==> src/logic/fxr_pkg.sv <==
// package of constants for the 100 Mb/s receive coding path
// assumes a 125 MHz recovered symbol clock and an MII nibble consumer
// What this block does
// signal detect ignores link pulse activity
// decode MLT-3 levels into NRZI bits
// convert NRZI bits into NRZ bits
// group received bits into 5-bit symbols
// descramble by XOR with local key
// lock after twelve consecutive descrambled idles
// start 722 us hold timer at lock
// enough idle bits reload the hold timer
// hold timer expiry drops lock, resets descrambler
// align from descrambler or bypassed NRZ stream
// start pair fixes the code-group boundary
// start valid only after idles; table decode
// start pair becomes two 0101 nibbles
// stop on end pair or two idles
// link up after 395 us signal detect
// idles then non-start flags bad start
// bad start drives error and 1110
// bad start bumps false carrier counter
// two idles clear error and carrier
// key generator is 11-bit closed LFSR
// control code-groups decode per table
// control code inside data is error
// undefined pattern in packet is error
package fxr_pkg;
  // symbol codes
  localparam logic [4:0] SYM_IDLE = 5'h1F;
  localparam logic [4:0] SYM_J = 5'h18;
  localparam logic [4:0] SYM_K = 5'h11;
  localparam logic [4:0] SYM_T = 5'h0D;
  localparam logic [4:0] SYM_R = 5'h07;
  localparam logic [4:0] SYM_H = 5'h04;
  // special nibbles
  localparam logic [3:0] NIB_PRE = 4'h5;
  localparam logic [3:0] NIB_BAD = 4'hE;
  // timing
  localparam int CLK_MHZ = 125;
  localparam int HOLD_US = 722;
  localparam int HOLD_CYC = HOLD_US * CLK_MHZ;
  localparam int LINK_US = 395;
  localparam int LINK_CYC = LINK_US * CLK_MHZ;
  localparam int IDLE_LOCK_CNT = 12;
  localparam int IDLE_BITS_HOLD = 58;
  localparam int FC_CNT_W = 16;
  // receive decoder states
  typedef enum logic [1:0] {FXR_IDLE, FXR_GOT_J, FXR_DATA, FXR_BAD} fxr_state_t;
endpackage : fxr_pkg

==> src/logic/fxr_skid.sv <==
// two-entry buffer between decoder and MII output
// assumes both sides on core_clk; drain side may stall
`timescale 1ns/10ps
`default_nettype none
module fxr_skid (
  // clock and control
  input wire logic core_clk,
  input wire logic reset,
  input wire logic clk_en,
  // fill side
  input wire logic in_valid,
  output logic in_ready,
  input wire logic [5:0] in_data,
  // drain side
  output logic out_valid,
  input wire logic out_ready,
  output logic [5:0] out_data
);
  logic [5:0] mem_q [2];   // storage
  logic wp_q, rp_q;        // pointers
  logic [1:0] cnt_q;       // occupancy
  wire push = in_valid && in_ready && clk_en;
  wire pop = out_valid && out_ready && clk_en;
  assign in_ready = (cnt_q != 2'h2);
  assign out_valid = (cnt_q != 2'h0);
  assign out_data = mem_q[rp_q];
  // pointer and count update
  always_ff @(posedge core_clk) begin
    if (reset) begin
      wp_q <= 1'b0;
      rp_q <= 1'b0;
      cnt_q <= 2'h0;
    end else begin
      if (push) begin
        mem_q[wp_q] <= in_data;
        wp_q <= ~wp_q;
      end
      if (pop) rp_q <= ~rp_q;
      cnt_q <= cnt_q + {1'b0, push} - {1'b0, pop};
    end
  end
endmodule : fxr_skid
`default_nettype wire

==> src/logic/fxr_rx_pcs.sv <==
// 100 Mb/s receive coding path: MLT-3 to MII nibbles
// assumes slow control pins pass a three-stage sync; one clock core_clk
`timescale 1ns/10ps
`default_nettype none
module fxr_rx_pcs #(
  parameter int HOLD_CYC = fxr_pkg::HOLD_CYC,  // hold timer length
  parameter int LINK_CYC = fxr_pkg::LINK_CYC   // link qualify time
) (
  // clock and control
  input wire logic core_clk,
  input wire logic reset,
  input wire logic clk_en,
  // line side, from equaliser
  input wire logic [1:0] mlt3_level,  // 0 zero, 1 plus, 2 minus
  input wire logic sig_energy,        // analog energy detect
  input wire logic link_pulse_seen,   // 10M or auto-neg pulse activity
  input wire logic descr_bypass,      // skip descrambler
  // MII receive side
  output logic rx_dv,
  output logic rx_er,
  output logic crs,
  output logic [3:0] rxd,
  input wire logic mii_ready,
  // status
  output logic sig_detect,
  output logic link_up,
  output logic descr_locked,
  output logic [fxr_pkg::FC_CNT_W-1:0] false_carrier_event_counter
);
  // decode 5B data codes, bit4 flags invalid
  function automatic logic [4:0] dec5(input logic [4:0] s);
    case (s)
      5'h1E: dec5 = 5'h00;
      5'h09: dec5 = 5'h01;
      5'h14: dec5 = 5'h02;
      5'h15: dec5 = 5'h03;
      5'h0A: dec5 = 5'h04;
      5'h0B: dec5 = 5'h05;
      5'h0E: dec5 = 5'h06;
      5'h0F: dec5 = 5'h07;
      5'h12: dec5 = 5'h08;
      5'h13: dec5 = 5'h09;
      5'h16: dec5 = 5'h0A;
      5'h17: dec5 = 5'h0B;
      5'h1A: dec5 = 5'h0C;
      5'h1B: dec5 = 5'h0D;
      5'h1C: dec5 = 5'h0E;
      5'h1D: dec5 = 5'h0F;
      default: dec5 = 5'h10;
    endcase
  endfunction : dec5

  // three-stage synchronisers for the slow control pins
  // the line level comes from the equaliser on core_clk itself, so it takes
  // one register only; a sync with agreement would eat every fast transition
  logic [2:0] sd_s1_q, sd_s2_q, sd_s3_q;
  logic [2:0] sd_d;       // agreed energy, pulse, bypass
  logic [1:0] lvl_q;      // registered line level
  logic [2:0] sd_q;
  always_ff @(posedge core_clk) begin
    if (reset) begin
      sd_s1_q <= 3'h0;
      sd_s2_q <= 3'h0;
      sd_s3_q <= 3'h0;
      lvl_q <= 2'h0;
      sd_q <= 3'h0;
    end else if (clk_en) begin
      sd_s1_q <= {descr_bypass, link_pulse_seen, sig_energy};
      sd_s2_q <= sd_s1_q;
      sd_s3_q <= sd_s2_q;
      lvl_q <= mlt3_level;
      sd_q <= sd_d;
    end
  end
  // change taken only once stages two and three agree
  assign sd_d = (sd_s2_q == sd_s3_q) ? sd_s3_q : sd_q;

  // signal detect gated off by link pulse activity
  assign sig_detect = sd_q[0] && !sd_q[1];

  // MLT-3 to NRZI: every level step toggles the NRZI level
  logic [1:0] lvl_prev_q;   // level of the previous bit
  logic nrzi_prev_q;        // NRZI level of the previous bit
  wire lvl_step = (lvl_q != lvl_prev_q);
  wire nrzi_bit = nrzi_prev_q ^ lvl_step;
  // NRZI to NRZ: a toggle of the NRZI level marks a one
  wire nrz_bit = nrzi_bit ^ nrzi_prev_q;

  // key generator, 11-bit closed LFSR, self-synchronised from idles
  logic [10:0] lfsr_q;
  wire key_bit = lfsr_q[10] ^ lfsr_q[8];
  wire plain_bit = nrz_bit ^ key_bit;
  // while unlocked the line bit seeds the LFSR (idle plaintext is one)
  wire lfsr_in = descr_locked ? key_bit : ~nrz_bit;
  logic descr_bypass_q;     // synchronised bypass select
  assign descr_bypass_q = sd_q[2];
  wire dbit = descr_bypass_q ? nrz_bit : plain_bit;

  // unaligned ten-bit shift window
  logic [9:0] win_q;        // last ten bits, newest in bit0
  logic [2:0] phase_q;      // bit counter for aligned groups
  logic aligned_q;
  logic [6:0] ones_run_q;   // consecutive ones run, saturating
  logic [5:0] idle_bits_q;  // consecutive one bits for hold reload
  logic [$clog2(HOLD_CYC+1)-1:0] hold_q;
  logic locked_q;
  assign descr_locked = locked_q;
  wire [9:0] win_d = {win_q[8:0], dbit};
  wire jk_hit = (win_d == {fxr_pkg::SYM_J, fxr_pkg::SYM_K});
  wire grp_tick = aligned_q && (phase_q == 3'h4);
  wire [4:0] grp = win_d[4:0];
  wire hold_expire = locked_q && (hold_q == '0);
  wire idle_enough = (idle_bits_q >= 6'(fxr_pkg::IDLE_BITS_HOLD));

  // serial stages, descrambler lock and hold timer
  always_ff @(posedge core_clk) begin
    if (reset) begin
      lvl_prev_q <= 2'h0;
      nrzi_prev_q <= 1'b0;
      lfsr_q <= 11'h000;
      locked_q <= 1'b0;
      ones_run_q <= 7'h00;
      idle_bits_q <= 6'h00;
      hold_q <= '0;
      win_q <= 10'h000;
    end else if (clk_en) begin
      lvl_prev_q <= lvl_q;
      nrzi_prev_q <= nrzi_bit;
      lfsr_q <= {lfsr_q[9:0], lfsr_in};
      win_q <= win_d;
      ones_run_q <= (dbit && ones_run_q != 7'h7F) ? ones_run_q + 7'h01 : (dbit ? 7'h7F : 7'h00);
      idle_bits_q <= dbit ? (idle_enough ? idle_bits_q : idle_bits_q + 6'h01) : 6'h00;
      if (hold_expire) begin
        locked_q <= 1'b0;
        lfsr_q <= 11'h000;
        ones_run_q <= 7'h00;
      end else if (!locked_q && ones_run_q >= 7'(fxr_pkg::IDLE_LOCK_CNT * 5)) begin
        // twelve idle groups are sixty unbroken plain ones
        locked_q <= 1'b1;
        hold_q <= HOLD_CYC[$bits(hold_q)-1:0];
      end else if (locked_q) begin
        hold_q <= idle_enough ? HOLD_CYC[$bits(hold_q)-1:0] : hold_q - 1'b1;
      end
    end
  end

  // link monitor: qualify signal detect
  logic [$clog2(LINK_CYC+1)-1:0] link_cnt_q;
  logic link_q;
  assign link_up = link_q;
  always_ff @(posedge core_clk) begin
    if (reset) begin
      link_cnt_q <= '0;
      link_q <= 1'b0;
    end else if (clk_en) begin
      if (!sig_detect) begin
        link_cnt_q <= '0;
        link_q <= 1'b0;
      end else if (link_cnt_q == LINK_CYC[$bits(link_cnt_q)-1:0]) begin
        link_q <= 1'b1;
      end else begin
        link_cnt_q <= link_cnt_q + 1'b1;
      end
    end
  end
  wire pcs_on = link_q && (locked_q || descr_bypass_q);

  // code-group decoder state machine
  fxr_pkg::fxr_state_t st_q, st_d;
  logic [1:0] idle_grp_q;   // consecutive idle groups, saturating at 2
  logic [5:0] out_d;        // {er, dv, nibble}
  logic out_v;
  logic [fxr_pkg::FC_CNT_W-1:0] fcc_q;
  assign false_carrier_event_counter = fcc_q;
  wire [4:0] dec = dec5(grp);
  wire is_idle = (grp == fxr_pkg::SYM_IDLE);
  wire is_ctrl = is_idle || grp == fxr_pkg::SYM_J || grp == fxr_pkg::SYM_K
              || grp == fxr_pkg::SYM_T || grp == fxr_pkg::SYM_R;
  wire two_idle = is_idle && idle_grp_q != 2'h0;
  // start search: the first zero after two idle groups opens a ten-bit window;
  // a true start pair has that zero as its third bit, so the window is full
  // seven bits later and is either J/K or a bad start
  logic [2:0] ssd_cnt_q;    // bits left until the start window is full
  wire ssd_arm = st_q == fxr_pkg::FXR_IDLE && ssd_cnt_q == 3'h0 && !dbit
               && ones_run_q >= 7'h0A;
  wire ssd_chk = (ssd_cnt_q == 3'h1);
  wire jk_ok = ssd_chk && jk_hit;
  wire bad_ssd = ssd_chk && !jk_hit;

  // next state and output word
  always_comb begin
    st_d = st_q;
    out_d = 6'h00;
    out_v = 1'b0;
    case (st_q)
      fxr_pkg::FXR_IDLE: begin
        if (jk_ok) begin
          st_d = fxr_pkg::FXR_GOT_J;
          out_d = {2'b01, fxr_pkg::NIB_PRE};
          out_v = 1'b1;
        end else if (bad_ssd) begin
          st_d = fxr_pkg::FXR_BAD;
          out_d = {2'b10, fxr_pkg::NIB_BAD};
          out_v = 1'b1;
        end
      end
      // second preamble nibble follows at once, before the first data group
      fxr_pkg::FXR_GOT_J: begin
        st_d = fxr_pkg::FXR_DATA;
        out_d = {2'b01, fxr_pkg::NIB_PRE};
        out_v = 1'b1;
      end
      fxr_pkg::FXR_DATA: begin
        if (grp_tick) begin
          if (grp == fxr_pkg::SYM_T || two_idle) begin
            st_d = fxr_pkg::FXR_IDLE;
          end else begin
            out_d = {is_ctrl || dec[4], 1'b1, dec[3:0]};
            out_v = 1'b1;
          end
        end
      end
      fxr_pkg::FXR_BAD: begin
        if (grp_tick) begin
          if (two_idle) begin
            st_d = fxr_pkg::FXR_IDLE;
          end else begin
            out_d = {2'b10, fxr_pkg::NIB_BAD};
            out_v = 1'b1;
          end
        end
      end
      default: st_d = fxr_pkg::FXR_IDLE;
    endcase
  end

  // alignment, decoder state, counter
  logic buf_ready;
  always_ff @(posedge core_clk) begin
    if (reset) begin
      st_q <= fxr_pkg::FXR_IDLE;
      aligned_q <= 1'b0;
      phase_q <= 3'h0;
      idle_grp_q <= 2'h0;
      ssd_cnt_q <= 3'h0;
      fcc_q <= '0;
    end else if (clk_en) begin
      if (!pcs_on) begin
        // decoder held idle until link and lock (or bypass)
        st_q <= fxr_pkg::FXR_IDLE;
        aligned_q <= 1'b0;
        phase_q <= 3'h0;
        idle_grp_q <= 2'h0;
        ssd_cnt_q <= 3'h0;
      end else begin
        st_q <= st_d;
        // the start window fixes the boundary; before that, a loose phase
        if (jk_ok || bad_ssd) begin
          aligned_q <= 1'b1;
          phase_q <= 3'h0;
        end else begin
          aligned_q <= 1'b1;
          phase_q <= (phase_q == 3'h4) ? 3'h0 : phase_q + 3'h1;
        end
        // start window countdown
        if (ssd_arm) begin
          ssd_cnt_q <= 3'h7;
        end else if (ssd_cnt_q != 3'h0) begin
          ssd_cnt_q <= ssd_cnt_q - 3'h1;
        end
        if (grp_tick) idle_grp_q <= is_idle ? (idle_grp_q == 2'h2 ? 2'h2 : idle_grp_q + 2'h1) : 2'h0;
        if (bad_ssd && fcc_q != '1) fcc_q <= fcc_q + 1'b1;
      end
    end
  end

  // buffer between decoder and MII; word lost only if both slots full
  logic [5:0] buf_q;
  logic buf_v;
  fxr_skid u_skid (
    .core_clk(core_clk),
    .reset(reset),
    .clk_en(clk_en),
    .in_valid(out_v),
    .in_ready(buf_ready),
    .in_data(out_d),
    .out_valid(buf_v),
    .out_ready(mii_ready),
    .out_data(buf_q)
  );
  assign rx_dv = buf_v && buf_q[4];
  assign rx_er = buf_v && buf_q[5];
  assign rxd = buf_v ? buf_q[3:0] : 4'h0;
  assign crs = (st_q != fxr_pkg::FXR_IDLE) || buf_v;

  // checks
  chk_lock_clears: assert property (@(posedge core_clk) disable iff (reset)
    clk_en && hold_expire |=> !locked_q) else $error("lock kept after expiry");
  chk_sd_pulses: assert property (@(posedge core_clk) disable iff (reset)
    sd_q[1] |-> !sig_detect) else $error("detect on link pulses");
  chk_link_needs_sd: assert property (@(posedge core_clk) disable iff (reset)
    link_up |-> $past(sig_detect)) else $error("link without detect");
  chk_fc_count: assert property (@(posedge core_clk) disable iff (reset)
    clk_en && bad_ssd && pcs_on && fcc_q != '1 |=> fcc_q == $past(fcc_q) + 1'b1)
    else $error("counter missed bad start");
  chk_bad_nib: assert property (@(posedge core_clk) disable iff (reset)
    clk_en && st_q == fxr_pkg::FXR_BAD && out_v |-> out_d == {2'b10, fxr_pkg::NIB_BAD})
    else $error("bad start nibble wrong");
  chk_pre_nib: assert property (@(posedge core_clk) disable iff (reset)
    st_q == fxr_pkg::FXR_GOT_J |-> out_v && out_d == {2'b01, fxr_pkg::NIB_PRE})
    else $error("preamble nibble wrong");
  chk_jk_preamble: assert property (@(posedge core_clk) disable iff (reset)
    st_q == fxr_pkg::FXR_IDLE && jk_ok |-> out_v && out_d == {2'b01, fxr_pkg::NIB_PRE})
    else $error("start pair not replaced");
  chk_lock_hold: assert property (@(posedge core_clk) disable iff (reset)
    clk_en && $rose(locked_q) |-> hold_q == HOLD_CYC[$bits(hold_q)-1:0])
    else $error("hold not loaded");
  chk_nrz_conv: assert property (@(posedge core_clk) disable iff (reset)
    nrz_bit == (lvl_q != lvl_prev_q)) else $error("nrz mismatch");
  cov_lock: cover property (@(posedge core_clk) $rose(locked_q));
  cov_frame: cover property (@(posedge core_clk) st_q == fxr_pkg::FXR_DATA);
  cov_bad: cover property (@(posedge core_clk) bad_ssd);
  cov_expire: cover property (@(posedge core_clk) hold_expire);
endmodule : fxr_rx_pcs
`default_nettype wire

==> config.mk <==
export PLATFORM = sky130hd
export DESIGN_NAME = fxr_rx_pcs
export DESIGN_NICKNAME = d
export VERILOG_FILES = /design/src/logic/fxr_pkg.sv /design/src/logic/fxr_skid.sv /design/src/logic/fxr_rx_pcs.sv
export SDC_FILE = /design/constraint.sdc
export NUM_CORES = 1
export LEC_CHECK = 0
export BUFFER_PORTS_ARGS = -buffer_cell sky130_fd_sc_hd__buf_2
export CAP_MARGIN = 20
export CORE_MARGIN = 3
export CORE_UTILIZATION = 40
export DETAILED_ROUTE_END_ITERATION = 16
export PLACE_DENSITY = 0.58
export SYNTH_ARGS = -nofsm -noshare
export SYNTH_HDL_FRONTEND = slang
export SYNTH_SLANG_ARGS = --single-unit
==> constraint.sdc <==
create_clock -name core_clk -period 2.6 [get_ports core_clk]
set_clock_uncertainty 0.15 [all_clocks]
set_input_delay 0.26 -clock core_clk [delete_from_list [all_inputs] [get_ports core_clk]]
set_output_delay 0.26 -clock core_clk [all_outputs]
set_load 0.02 [all_outputs]
==> PnR_summary.wiki, run 1 <==
{| class="wikitable"
! Metric !! Value
|-
| Number of placed instances, taps included || 920
|-
| Die Span X || 130 um
|-
| Cell-by-cell listing of the critical path || or4_1, or4_4, nor2_4, nor2_1, a21oi_1, a311oi_1
|-
| Clk Latency, worst-skew pair || 0.42 ns
|-
| Ratio of total power to cell area || 637 nW/um^2
|-
| Clock net sink count || 128
|-
| Worst IR Drop VDD || 0.475 mV
|-
| Unrepaired setup endpoints after global routing || no
|-
| Worst stage delay on the critical path || 0.60 ns
|-
| Number of setup violations in the final report || 0
|-
| Register clock-pin slew on the reported worst setup and hold paths || 0.06 ns
|-
| Cell area after technology mapping || 6170 um^2
|-
| Leak pwr || 2.79 nW
|-
| Placement row count || 44
|-
| Headroom to the max-slew limit || 47.5%
|-
| Max-Cap Viols || 0
|-
| Mean routed wirelength per cell || 14.4 um
|-
| Fin Setup TNS || 0 ns
|-
| Total CTS buffers || 17
|-
| Pin count of the biggest net entering global routing || 37
|-
| Layout area overhead || 19.7%
|-
| Post-route design area || 7390 um^2
|-
| Setup fix buffers added after clock tree synthesis || 0
|-
| Average instance area after synthesis || 8.79 um^2
|-
| Sequential fraction of the synthesis area || 43.5%
|-
| Total nets after synthesis || 728
|-
| Core region area || 14,800 um^2
|-
| Count of placed standard cells in the final layout, fillers left out || 957
|-
| Total routed wirelength || 13,800 um
|-
| Nets || 786
|-
| Arrival time of the worst setup path || 2.56 ns
|-
| Count of pins over their slew limit || 0
|-
| Number of nets still failing antenna checks after routing || 0
|-
| Die Ht || 130 um
|-
| Most used DFF post-synth || dfxtp_1
|-
| Share of the cycle needed by the critical path after routing || 93.2%
|-
| Post-synthesis cell count || 702
|-
| Largest area contributor in the synthesized netlist || dfxtp_1
|-
| Final weighted congestion in routability-driven placement || 0.815
|-
| IO buf count || 34
|-
| Number of top-level design ports || 35
|-
| Fraction of final layout cells with drive strength greater than 1 || 15.0%
|-
| Count leader, synth || nor2_1
|-
| CP startpoint kind || flip-flop
|-
| First-pass GRT wire length || 23,200 um
|-
| List of most frequent post-synthesis cells || 126 x nor2_1, 116 x dfxtp_1, 37 x nand2_1
|-
| Total DRC errors in the routed layout || 0
|-
| Synth cell types || 67
|-
| FILL cells || 1,398
|-
| Fraction of registers with async set/reset || 0%
|-
| Global route total overflow || 0
|-
| Area fraction of the dominant cell type after synthesis || 37.6%
|-
| Total routing usage reported by global routing || 17.1%
|-
| Half-perimeter wire length of the detailed placement result || 9810 um
|-
| Die outline area || 17,000 um^2
|-
| Synthesized flop and latch total || 128
|-
| Vias after detailed routing || 5,180
|-
| Leading post-synthesis cells by cell area || dfxtp_1 38%, nor2_1 7.7%, edfxtp_1 5.8%
|-
| Setup CP Type || flip-flop to flip-flop
|-
| Post-synth EDFFs || 12
|-
| CP required || 2.74 ns
|-
| Slew @ Worst Pin || 0.783 ns
|-
| Placed Instance Area || 6690 um^2
|-
| Clock tree from TritonCTS || done
|-
| Initial drt markers || 273
|-
| First-pass detailed-route iteration total || 4
|-
| Min Clock Period, post-route || 2.42 ns
|-
| CP max FO || 6
|-
| Run status || finished clean
|-
| H-tree depth || 4
|-
| CTS Root Buffer Type || clkbuf_16
|-
| Upper clock frequency limit || 0.413 GHz
|-
| Maximum buffer depth of the clock tree || 2
|-
| Yosys warning total || 0
|-
| Hold Fails Final Rpt || 0
|-
| Via density per instance || 5.41
|-
| Diodes inserted || 0
|-
| Vias in the first global route || 4,957
|-
| Worst min path class || input pin to flip-flop
|-
| Slowest-stage cell, CP || or4_1
|-
| Nature of the critical path endpoint || flip-flop
|-
| Starting Density || 41.7%
|-
| Number of antenna violations at the first check in global routing || 0
|}
[worst paths after layout]
check	startpoint	to	slack, ns	cells past startpoint
max	hold_q[10]$_SDFFE_PP0P_	hold_q[3]$_SDFFE_PP0P_	0.18	6
min	reset	u_skid.rp_q$_SDFFE_PP0P_	0.10	2
max reg2reg	hold_q[10]$_SDFFE_PP0P_	hold_q[3]$_SDFFE_PP0P_	0.18	6
min reg2reg	idle_bits_q[5]$_SDFFE_PP0P_	idle_bits_q[5]$_SDFFE_PP0P_	0.29	2
[cell families after synthesis]
family / count (synthesis) / synth area share, %
muxes: 34 / 5.56
buffers and inverters: 56 / 3.49
adders and majority gates: 17 / 3.45
AOI/OAI and AO/OA: 128 / 14.1
xor gates and xnor gates: 48 / 6.94
DFF: 128 / 43.5
and+or+nand+nor: 291 / 23.0
[worst max-delay path: cells and delay by family (launching register included)]
kind             cells  cell delay (ns)
flip-flops           1             0.34
AO/OA/AOI/OAI        2             0.27
AND/OR/NAND/NOR      4             1.52
[stage by stage]
stage          power, mW  setup WS (ns)  hold WS (ns)  util, %
3_5_place_dp        2.25          0.147         0.290     45.2
5_1_grt             4.88         0.0292         0.116     49.9
4_1_cts             4.77          0.128        0.0883     49.7
2_1_floorplan       2.19          0.125         0.257        -
3_3_place_gp        2.25          0.208         0.285     45.2
6_report            4.70          0.177         0.103     49.9
[routing by layer]
layer / vias to the layer above / global-route usage [%] / share of wire (%)
met5: - / 0 / 0
met4: 0 / 6.85 / 1.5
met3: 14 / 3.93 / 3.9
met2: 104 / 26.3 / 46
met1: 2454 / 23.2 / 49
li1: 2608 / - / -
[power breakdown]
part / switching, mW / internal [mW]
Combinational: 0.124 / 0.0734
Clock: 0.899 / 1.59
Sequential: 0.0124 / 2.00
[registers in the layout, indices dropped and copies added, names as in the netlist, named ones only]
name,flops
u_skid.wp_q,1
u_skid.rp_q,1
idle_grp_q,2
sd_s1_q,3
lfsr_q,11
lvl_prev_q,2
descr_locked,1
phase_q,3
u_skid.mem_q,12
hold_q,17
lvl_q,2
aligned_q,1
link_up,1
sd_s2_q,3
st_q,2
sd_s3_q,3
ssd_cnt_q,3
link_cnt_q,16
idle_bits_q,6
ones_run_q,7
u_skid.cnt_q,2
false_carrier_event_counter,16
sd_q,3
win_q,9
[cell usage in the layout (no fill, tap or decap), types with 17 or more instances in the layout]
cell type	n
mux2i_1	32
ha_1	17
buf_2	34
nand3_1	25
buf_4	33
a21oi_1	34
nor3_1	22
xor2_1	23
clkbuf_16	18
xnor2_1	24
dfxtp_1	116
o21ai_0	21
nor2_1	125
inv_1	22
nand2_1	37
[area by class of cell]
cell class	count	area, um^2	share of cell area [%]
repair buffers	72	468	6.33
clock buffers	20	468	6.33
clock inverters	12	155	2.10
flip-flops and latches	128	2680	36.3
well taps	184	230	3.12
multi-input cells	518	3300	44.6
inverters	23	86.3	1.17
[timing repair]
action	in CTS	in global routing
hold buffers	5	0
endpoints found under the hold margin	5	0
gates resized for setup	0	5
endpoints found under the setup margin	0	14
Power figures use the tool's default switching activity.
==> run 2: changes to the inputs <==
--- a/config.mk
+++ b/config.mk
@@ -7,10 +7,13 @@
 export LEC_CHECK = 0
 export BUFFER_PORTS_ARGS = -buffer_cell sky130_fd_sc_hd__buf_2
 export CAP_MARGIN = 20
+export CELL_PAD_IN_SITES_DETAIL_PLACEMENT = 2
+export CELL_PAD_IN_SITES_GLOBAL_PLACEMENT = 2
 export CORE_MARGIN = 3
-export CORE_UTILIZATION = 40
+export CORE_UTILIZATION = 34
 export DETAILED_ROUTE_END_ITERATION = 16
-export PLACE_DENSITY = 0.58
+export PLACE_DENSITY = 0.75
+export SLEW_MARGIN = 20
 export SYNTH_ARGS = -nofsm -noshare
 export SYNTH_HDL_FRONTEND = slang
 export SYNTH_SLANG_ARGS = --single-unit
==> run 2 against run 1 <==
  * Worst setup slack lost 0.058 ns
  * Highest routed layer unchanged
  * Critical path depth grew 2
  * Non-clock buffer count shrank 1
  * Global-route usage grew 2.4 points
  * Total power grew 2.7%
==> PnR_summary.wiki, run 2 (synthesis results as in run 1) <==
{| class="wikitable"
! Metric !! Value
|-
| Run status || finished clean
|-
| Die Span X || 141 um
|-
| Slowest-stage cell, CP || or3_4
|-
| Register with the most flip-flops || hold_q
|-
| Diodes inserted || 0
|-
| Half-perimeter wire length of the detailed placement result || 12,800 um
|-
| Initial drt markers || 225
|-
| Number of antenna violations at the first check in global routing || 0
|-
| Clock tree from TritonCTS || done
|-
| Number of top-level design ports || 35
|-
| Number of setup violations in the final report || 0
|-
| Die Ht || 141 um
|-
| Worst Hold Margin || 0.0541 ns
|-
| Internal portion of total power || 3.80 mW
|-
| Clk Latency, worst-skew pair || 0.42 ns
|-
| Vias after detailed routing || 5,387
|-
| Upper clock frequency limit || 0.403 GHz
|-
| Die outline area || 19,800 um^2
|-
| CTS Root Buffer Type || clkbuf_16
|-
| Clock network fraction of design power || 53.9%
|-
| Leak pwr || 2.80 nW
|-
| Most common cell after layout, fill and taps aside || nor2_1
|-
| Worst min path class || input pin to flip-flop
|-
| Max FFs per register || 17
|-
| Clock net sink count || 128
|-
| Pwr Total || 4.83 mW
|-
| Number of buffers and inverters on the critical path || 2
|-
| Switching fraction of total power || 21.4%
|-
| Mean routed wirelength per cell || 18.8 um
|-
| Number of nets still failing antenna checks after routing || 0
|-
| Headroom to the max-slew limit || 43.9%
|-
| First-pass detailed-route iteration total || 4
|-
| Core region area || 17,500 um^2
|-
| Unrepaired setup endpoints after global routing || no
|-
| Via density per instance || 5.40
|-
| Global route total overflow || 0
|-
| Total DRC errors in the routed layout || 0
|-
| Starting Density || 35.2%
|-
| Arrival time of the worst setup path || 2.63 ns
|-
| CP startpoint kind || flip-flop
|-
| Total routing usage reported by global routing || 19.5%
|-
| Vias in the first global route || 6,114
|-
| CP max FO || 6
|-
| Worst stage delay on the critical path || 0.43 ns
|-
| Layout area overhead || 21.2%
|-
| Total net switching power || 1.04 mW
|-
| First-pass GRT wire length || 31,300 um
|-
| Maximum buffer depth of the clock tree || 2
|-
| IO buf count || 34
|-
| Family with the most delay on the worst path || simple AND/OR/NAND/NOR gates
|-
| Nature of the critical path endpoint || flip-flop
|-
| Fraction of final layout cells with drive strength greater than 1 || 15.0%
|-
| Post-layout util || 42.6%
|-
| Final worst slack || 0.119 ns
|-
| Setup Slack @ Placement || -0.0243 ns
|-
| Total CTS buffers || 17
|-
| Register clock-pin slew on the reported worst setup and hold paths || 0.06 ns
|-
| Slew @ Worst Pin || 0.833 ns
|-
| Share of the cycle needed by the critical path after routing || 95.4%
|-
| Fin Setup TNS || 0 ns
|-
| Max-Cap Viols || 0
|-
| Setup CP Type || flip-flop to flip-flop
|-
| H-tree depth || 4
|-
| Worst IR Drop VDD || 0.466 mV
|-
| Count of pins over their slew limit || 0
|-
| Placement row count || 48
|-
| Nets || 785
|-
| Seq pwr share || 41.8%
|-
| Cell-by-cell listing of the critical path || inv_1, ha_2, nand2b_1, buf_4, or2_2, or3_4, nor3_1, mux2_1
|-
| Hold Fails Final Rpt || 0
|-
| Setup fix buffers added after clock tree synthesis || 0
|-
| CP required || 2.75 ns
|-
| Total routed wirelength || 18,800 um
|-
| Ratio of total power to cell area || 647 nW/um^2
|-
| Pin count of the biggest net entering global routing || 58
|-
| Min Clock Period, post-route || 2.48 ns
|-
| Final weighted congestion in routability-driven placement || 0.839
|-
| Part of the total power dissipated in combinational logic || 4.3%
|-
| Highest-count cells in the layout ignoring fill and taps || 125 x nor2_1, 116 x dfxtp_1, 37 x nand2_1, 34 x a21oi_1, 34 x buf_2
|}
-- run 2: changes by cell type in the layout (fill, tap and decap cells not counted), moves of 2 or more --
| cell | change |
|---|---|
| clkinvlp_4 | -2 |
| buf_4 | -2 |
| clkbuf_1 | +2 |
| bufinv_16 | +2 |
| clkinv_1 | +2 |
-- run 2: metrics by stage --
stage,cells,area (um^2)
2_1_floorplan,702,6170
3_3_place_gp,960,6750
3_5_place_dp,960,6750
4_1_cts,997,7440
5_1_grt,997,7480
6_report,997,7480
-- run 2: final timing paths --
kind                          startpoint                                     endpoint  slack (ns)  depth (start not counted)
min                                reset                   link_cnt_q[1]$_SDFFE_PP0P_        0.05                          2
max reg2reg    ssd_cnt_q[1]$_SDFFE_PP0P_  false_carrier_event_counter[5]$_SDFFE_PP0P_        0.12                          8
max            ssd_cnt_q[1]$_SDFFE_PP0P_  false_carrier_event_counter[5]$_SDFFE_PP0P_        0.12                          8
min reg2reg  idle_bits_q[5]$_SDFFE_PP0P_                  idle_bits_q[5]$_SDFFE_PP0P_        0.32                          2
-- run 2: power by group through the flow --
stage	logic (mW)	clock network [mW]	registers, mW
2_1_floorplan	0.133	0	2.06
3_3_place_gp	0.187	0	2.06
3_5_place_dp	0.197	0	2.06
4_1_cts	0.206	2.65	2.02
5_1_grt	0.230	2.75	2.02
6_report	0.209	2.60	2.02
-- run 2: final cells by class --
cell class                 instances  area [um^2]
clock inverter                    11          185
timing repair buffer              71          473
fill                            1922        10100
tap                              225          282
clock buffer                      21          450
multi-input combinational        518         3320
sequential                       128         2680
inverter                          23         86.3
-- run 2: timing repair --
item | 4_1_cts | 5_1_grt
hold buffers | 5 | 0
cloned | 0 | 0
gates resized for setup | 1 | 7
endpoints found under the setup margin | 6 | 14
hold endpoints to repair | 5 | 0
-- run 2: per-layer routing --
layer  track usage (%)  part of all wire (%)
met4              5.15                   1.4
met1              21.5                    42
met2              37.3                    54
met3              4.38                   2.5
met5                 0                     0
==> run 3: changes to the inputs <==
--- a/config.mk
+++ b/config.mk
@@ -12,6 +12,7 @@
 export CORE_MARGIN = 3
 export CORE_UTILIZATION = 34
 export DETAILED_ROUTE_END_ITERATION = 16
+export GPL_TIMING_DRIVEN = 0
 export PLACE_DENSITY = 0.75
 export SLEW_MARGIN = 20
 export SYNTH_ARGS = -nofsm -noshare
==> run 3 against run 2 <==
  * Final cell count grew 0.20%
  * Worst hold slack gained 0.040 ns
  * Global-route usage grew 1.2 points
  * Largest cell class unchanged
==> PnR_summary.wiki, run 3 (synthesis results as in run 1) <==
{| class="wikitable"
! Metric !! Value
|-
| Core region area || 17,500 um^2
|-
| H-tree depth || 4
|-
| Layout area overhead || 20.1%
|-
| FILL cells || 1,932
|-
| Setup CP Type || flip-flop to flip-flop
|-
| Die Span X || 141 um
|-
| Arrival time of the worst setup path || 2.51 ns
|-
| Count of pins over their slew limit || 0
|-
| Number of setup violations in the final report || 0
|-
| Final weighted congestion in routability-driven placement || 0.786
|-
| First-pass GRT wire length || 33,100 um
|-
| Placement row count || 48
|-
| Worst IR Drop VDD || 0.479 mV
|-
| Mean routed wirelength per cell || 20.1 um
|-
| CP max FO || 7
|-
| Placed Instance Area || 6620 um^2
|-
| First-pass detailed-route iteration total || 4
|-
| Nets || 789
|-
| Number of nets still failing antenna checks after routing || 0
|-
| IO buf count || 33
|-
| Via density per instance || 5.49
|-
| Register clock-pin slew on the reported worst setup and hold paths || 0.05 ns
|-
| Run status || finished clean
|-
| Worst stage delay on the critical path || 0.54 ns
|-
| CP startpoint kind || flip-flop
|-
| Nature of the critical path endpoint || flip-flop
|-
| Register with the most flip-flops || hold_q
|-
| Number of top-level design ports || 35
|-
| Half-perimeter wire length of the detailed placement result || 13,900 um
|-
| Clock net sink count || 128
|-
| Most common cell after layout, fill and taps aside || nor2_1
|-
| Fraction of final layout cells with drive strength greater than 1 || 13.6%
|-
| Ratio of total power to cell area || 623 nW/um^2
|-
| Sequential Area || 2690 um^2
|-
| Maximum buffer depth of the clock tree || 2
|-
| Diodes inserted || 0
|-
| Headroom to the max-slew limit || 41.0%
|-
| Global route total overflow || 0
|-
| Min Clock Period, post-route || 2.54 ns
|-
| Max FFs per register || 17
|-
| Number of antenna violations at the first check in global routing || 0
|-
| Share of the cycle needed by the critical path after routing || 97.6%
|-
| Starting Density || 35.2%
|-
| Total routed wirelength || 20,100 um
|-
| Vias in the first global route || 6,122
|-
| Number of placed instances, taps included || 960
|-
| Die outline area || 19,800 um^2
|-
| Hold Fails Final Rpt || 0
|-
| Worst min path class || input pin to flip-flop
|-
| Pin count of the biggest net entering global routing || 17
|-
| Clk Latency, worst-skew pair || 0.41 ns
|-
| CTS Root Buffer Type || clkbuf_16
|-
| Max-Cap Viols || 0
|-
| CP required || 2.58 ns
|-
| Vias after detailed routing || 5,484
|-
| Die Ht || 141 um
|-
| Upper clock frequency limit || 0.394 GHz
|-
| Leak pwr || 2.71 nW
|-
| Total routing usage reported by global routing || 20.7%
|-
| Cell-by-cell listing of the critical path || xnor2_2, a211oi_4, nor3_4, a311o_2, nor3b_4, buf_4
|-
| Highest-count cells in the layout ignoring fill and taps || 124 x nor2_1, 113 x dfxtp_1, 37 x nand2_1, 36 x buf_2
|-
| Post-route design area || 7410 um^2
|-
| Total DRC errors in the routed layout || 0
|-
| Total area of multi-input combinational cells || 3390 um^2
|-
| Total CTS buffers || 17
|-
| Slew @ Worst Pin || 0.885 ns
|-
| Initial drt markers || 237
|-
| Count of placed standard cells in the final layout, fillers left out || 999
|-
| Clock tree from TritonCTS || done
|-
| Slowest-stage cell, CP || a211oi_4
|}
-- run 3: layout make-up --
class / count / area share, %
buffer: 32 / 1.77
clock buffer: 25 / 6.82
clock inverter: 5 / 1.05
inverter: 23 / 1.16
multi-input combinational: 518 / 45.7
sequential: 128 / 36.2
tap: 225 / 3.80
timing repair buffer: 43 / 3.41
-- run 3: final timing paths --
path | from | endpoint | slack (ns) | cells after the start
worst min-delay path | reset | false_carrier_event_counter[3]$_SDFFE_PP0P_ | 0.09 | 3
worst max register to register | lvl_prev_q[1]$_SDFFE_PP0P_ | u_skid.mem_q[1][2]$_DFFE_PP_ | 0.06 | 6
worst max-delay path | lvl_prev_q[1]$_SDFFE_PP0P_ | u_skid.mem_q[1][2]$_DFFE_PP_ | 0.06 | 6
worst min register to register | aligned_q$_SDFFE_PP0P_ | aligned_q$_SDFFE_PP0P_ | 0.33 | 2
-- run 3: timing repair --
item,CTS,global route
cloned,0,0
hold buffers,5,0
gates resized for setup,11,23
setup buffers,2,3
endpoints found under the setup margin,63,65
pin swaps,2,6
hold endpoints to repair,5,0
-- run 3: worst max-delay path, delay by kind of cell, from the launching register on --
| family | cells | cell delay [ns] |
|---|---|---|
| compound gates | 2 | 1.05 |
| simple gates | 2 | 0.34 |
| flops | 1 | 0.33 |
| buf+inv | 1 | 0.19 |
| xor+xnor | 1 | 0.18 |
-- run 3: power by group --
part / leakage, nW / internal (mW) / switching (mW)
Combinational: 1.39 / 0.0668 / 0.152
Clock: 0.285 / 1.53 / 0.852
Sequential: 1.03 / 2.01 / 0.0167
Total: 2.71 / 3.60 / 1.02
-- run 3: metal layers --
metal  wire length [um]  GRT usage (%)  vias up
met5                  0              0        -
met2              10700           37.7       84
li1                   -              -     2609
met4                218           6.17        0
met3                534           3.73       19
met1               8650           24.8     2772
-- run 3: through the flow --
stage	hold WS (ns)	worst slack (ns)	TNS [ns]	util [%]	power [mW]
6_report	0.0942	0.0619	0	42.3	4.62
5_1_grt	0.104	-0.0198	-0.0646	42.3	4.78
4_1_cts	0.0670	0.0102	0	41.7	4.66
3_5_place_dp	0.312	-0.414	-7.76	37.7	2.27
3_3_place_gp	0.286	-0.346	-4.77	37.7	2.26
2_1_floorplan	0.257	0.125	0	-	2.19
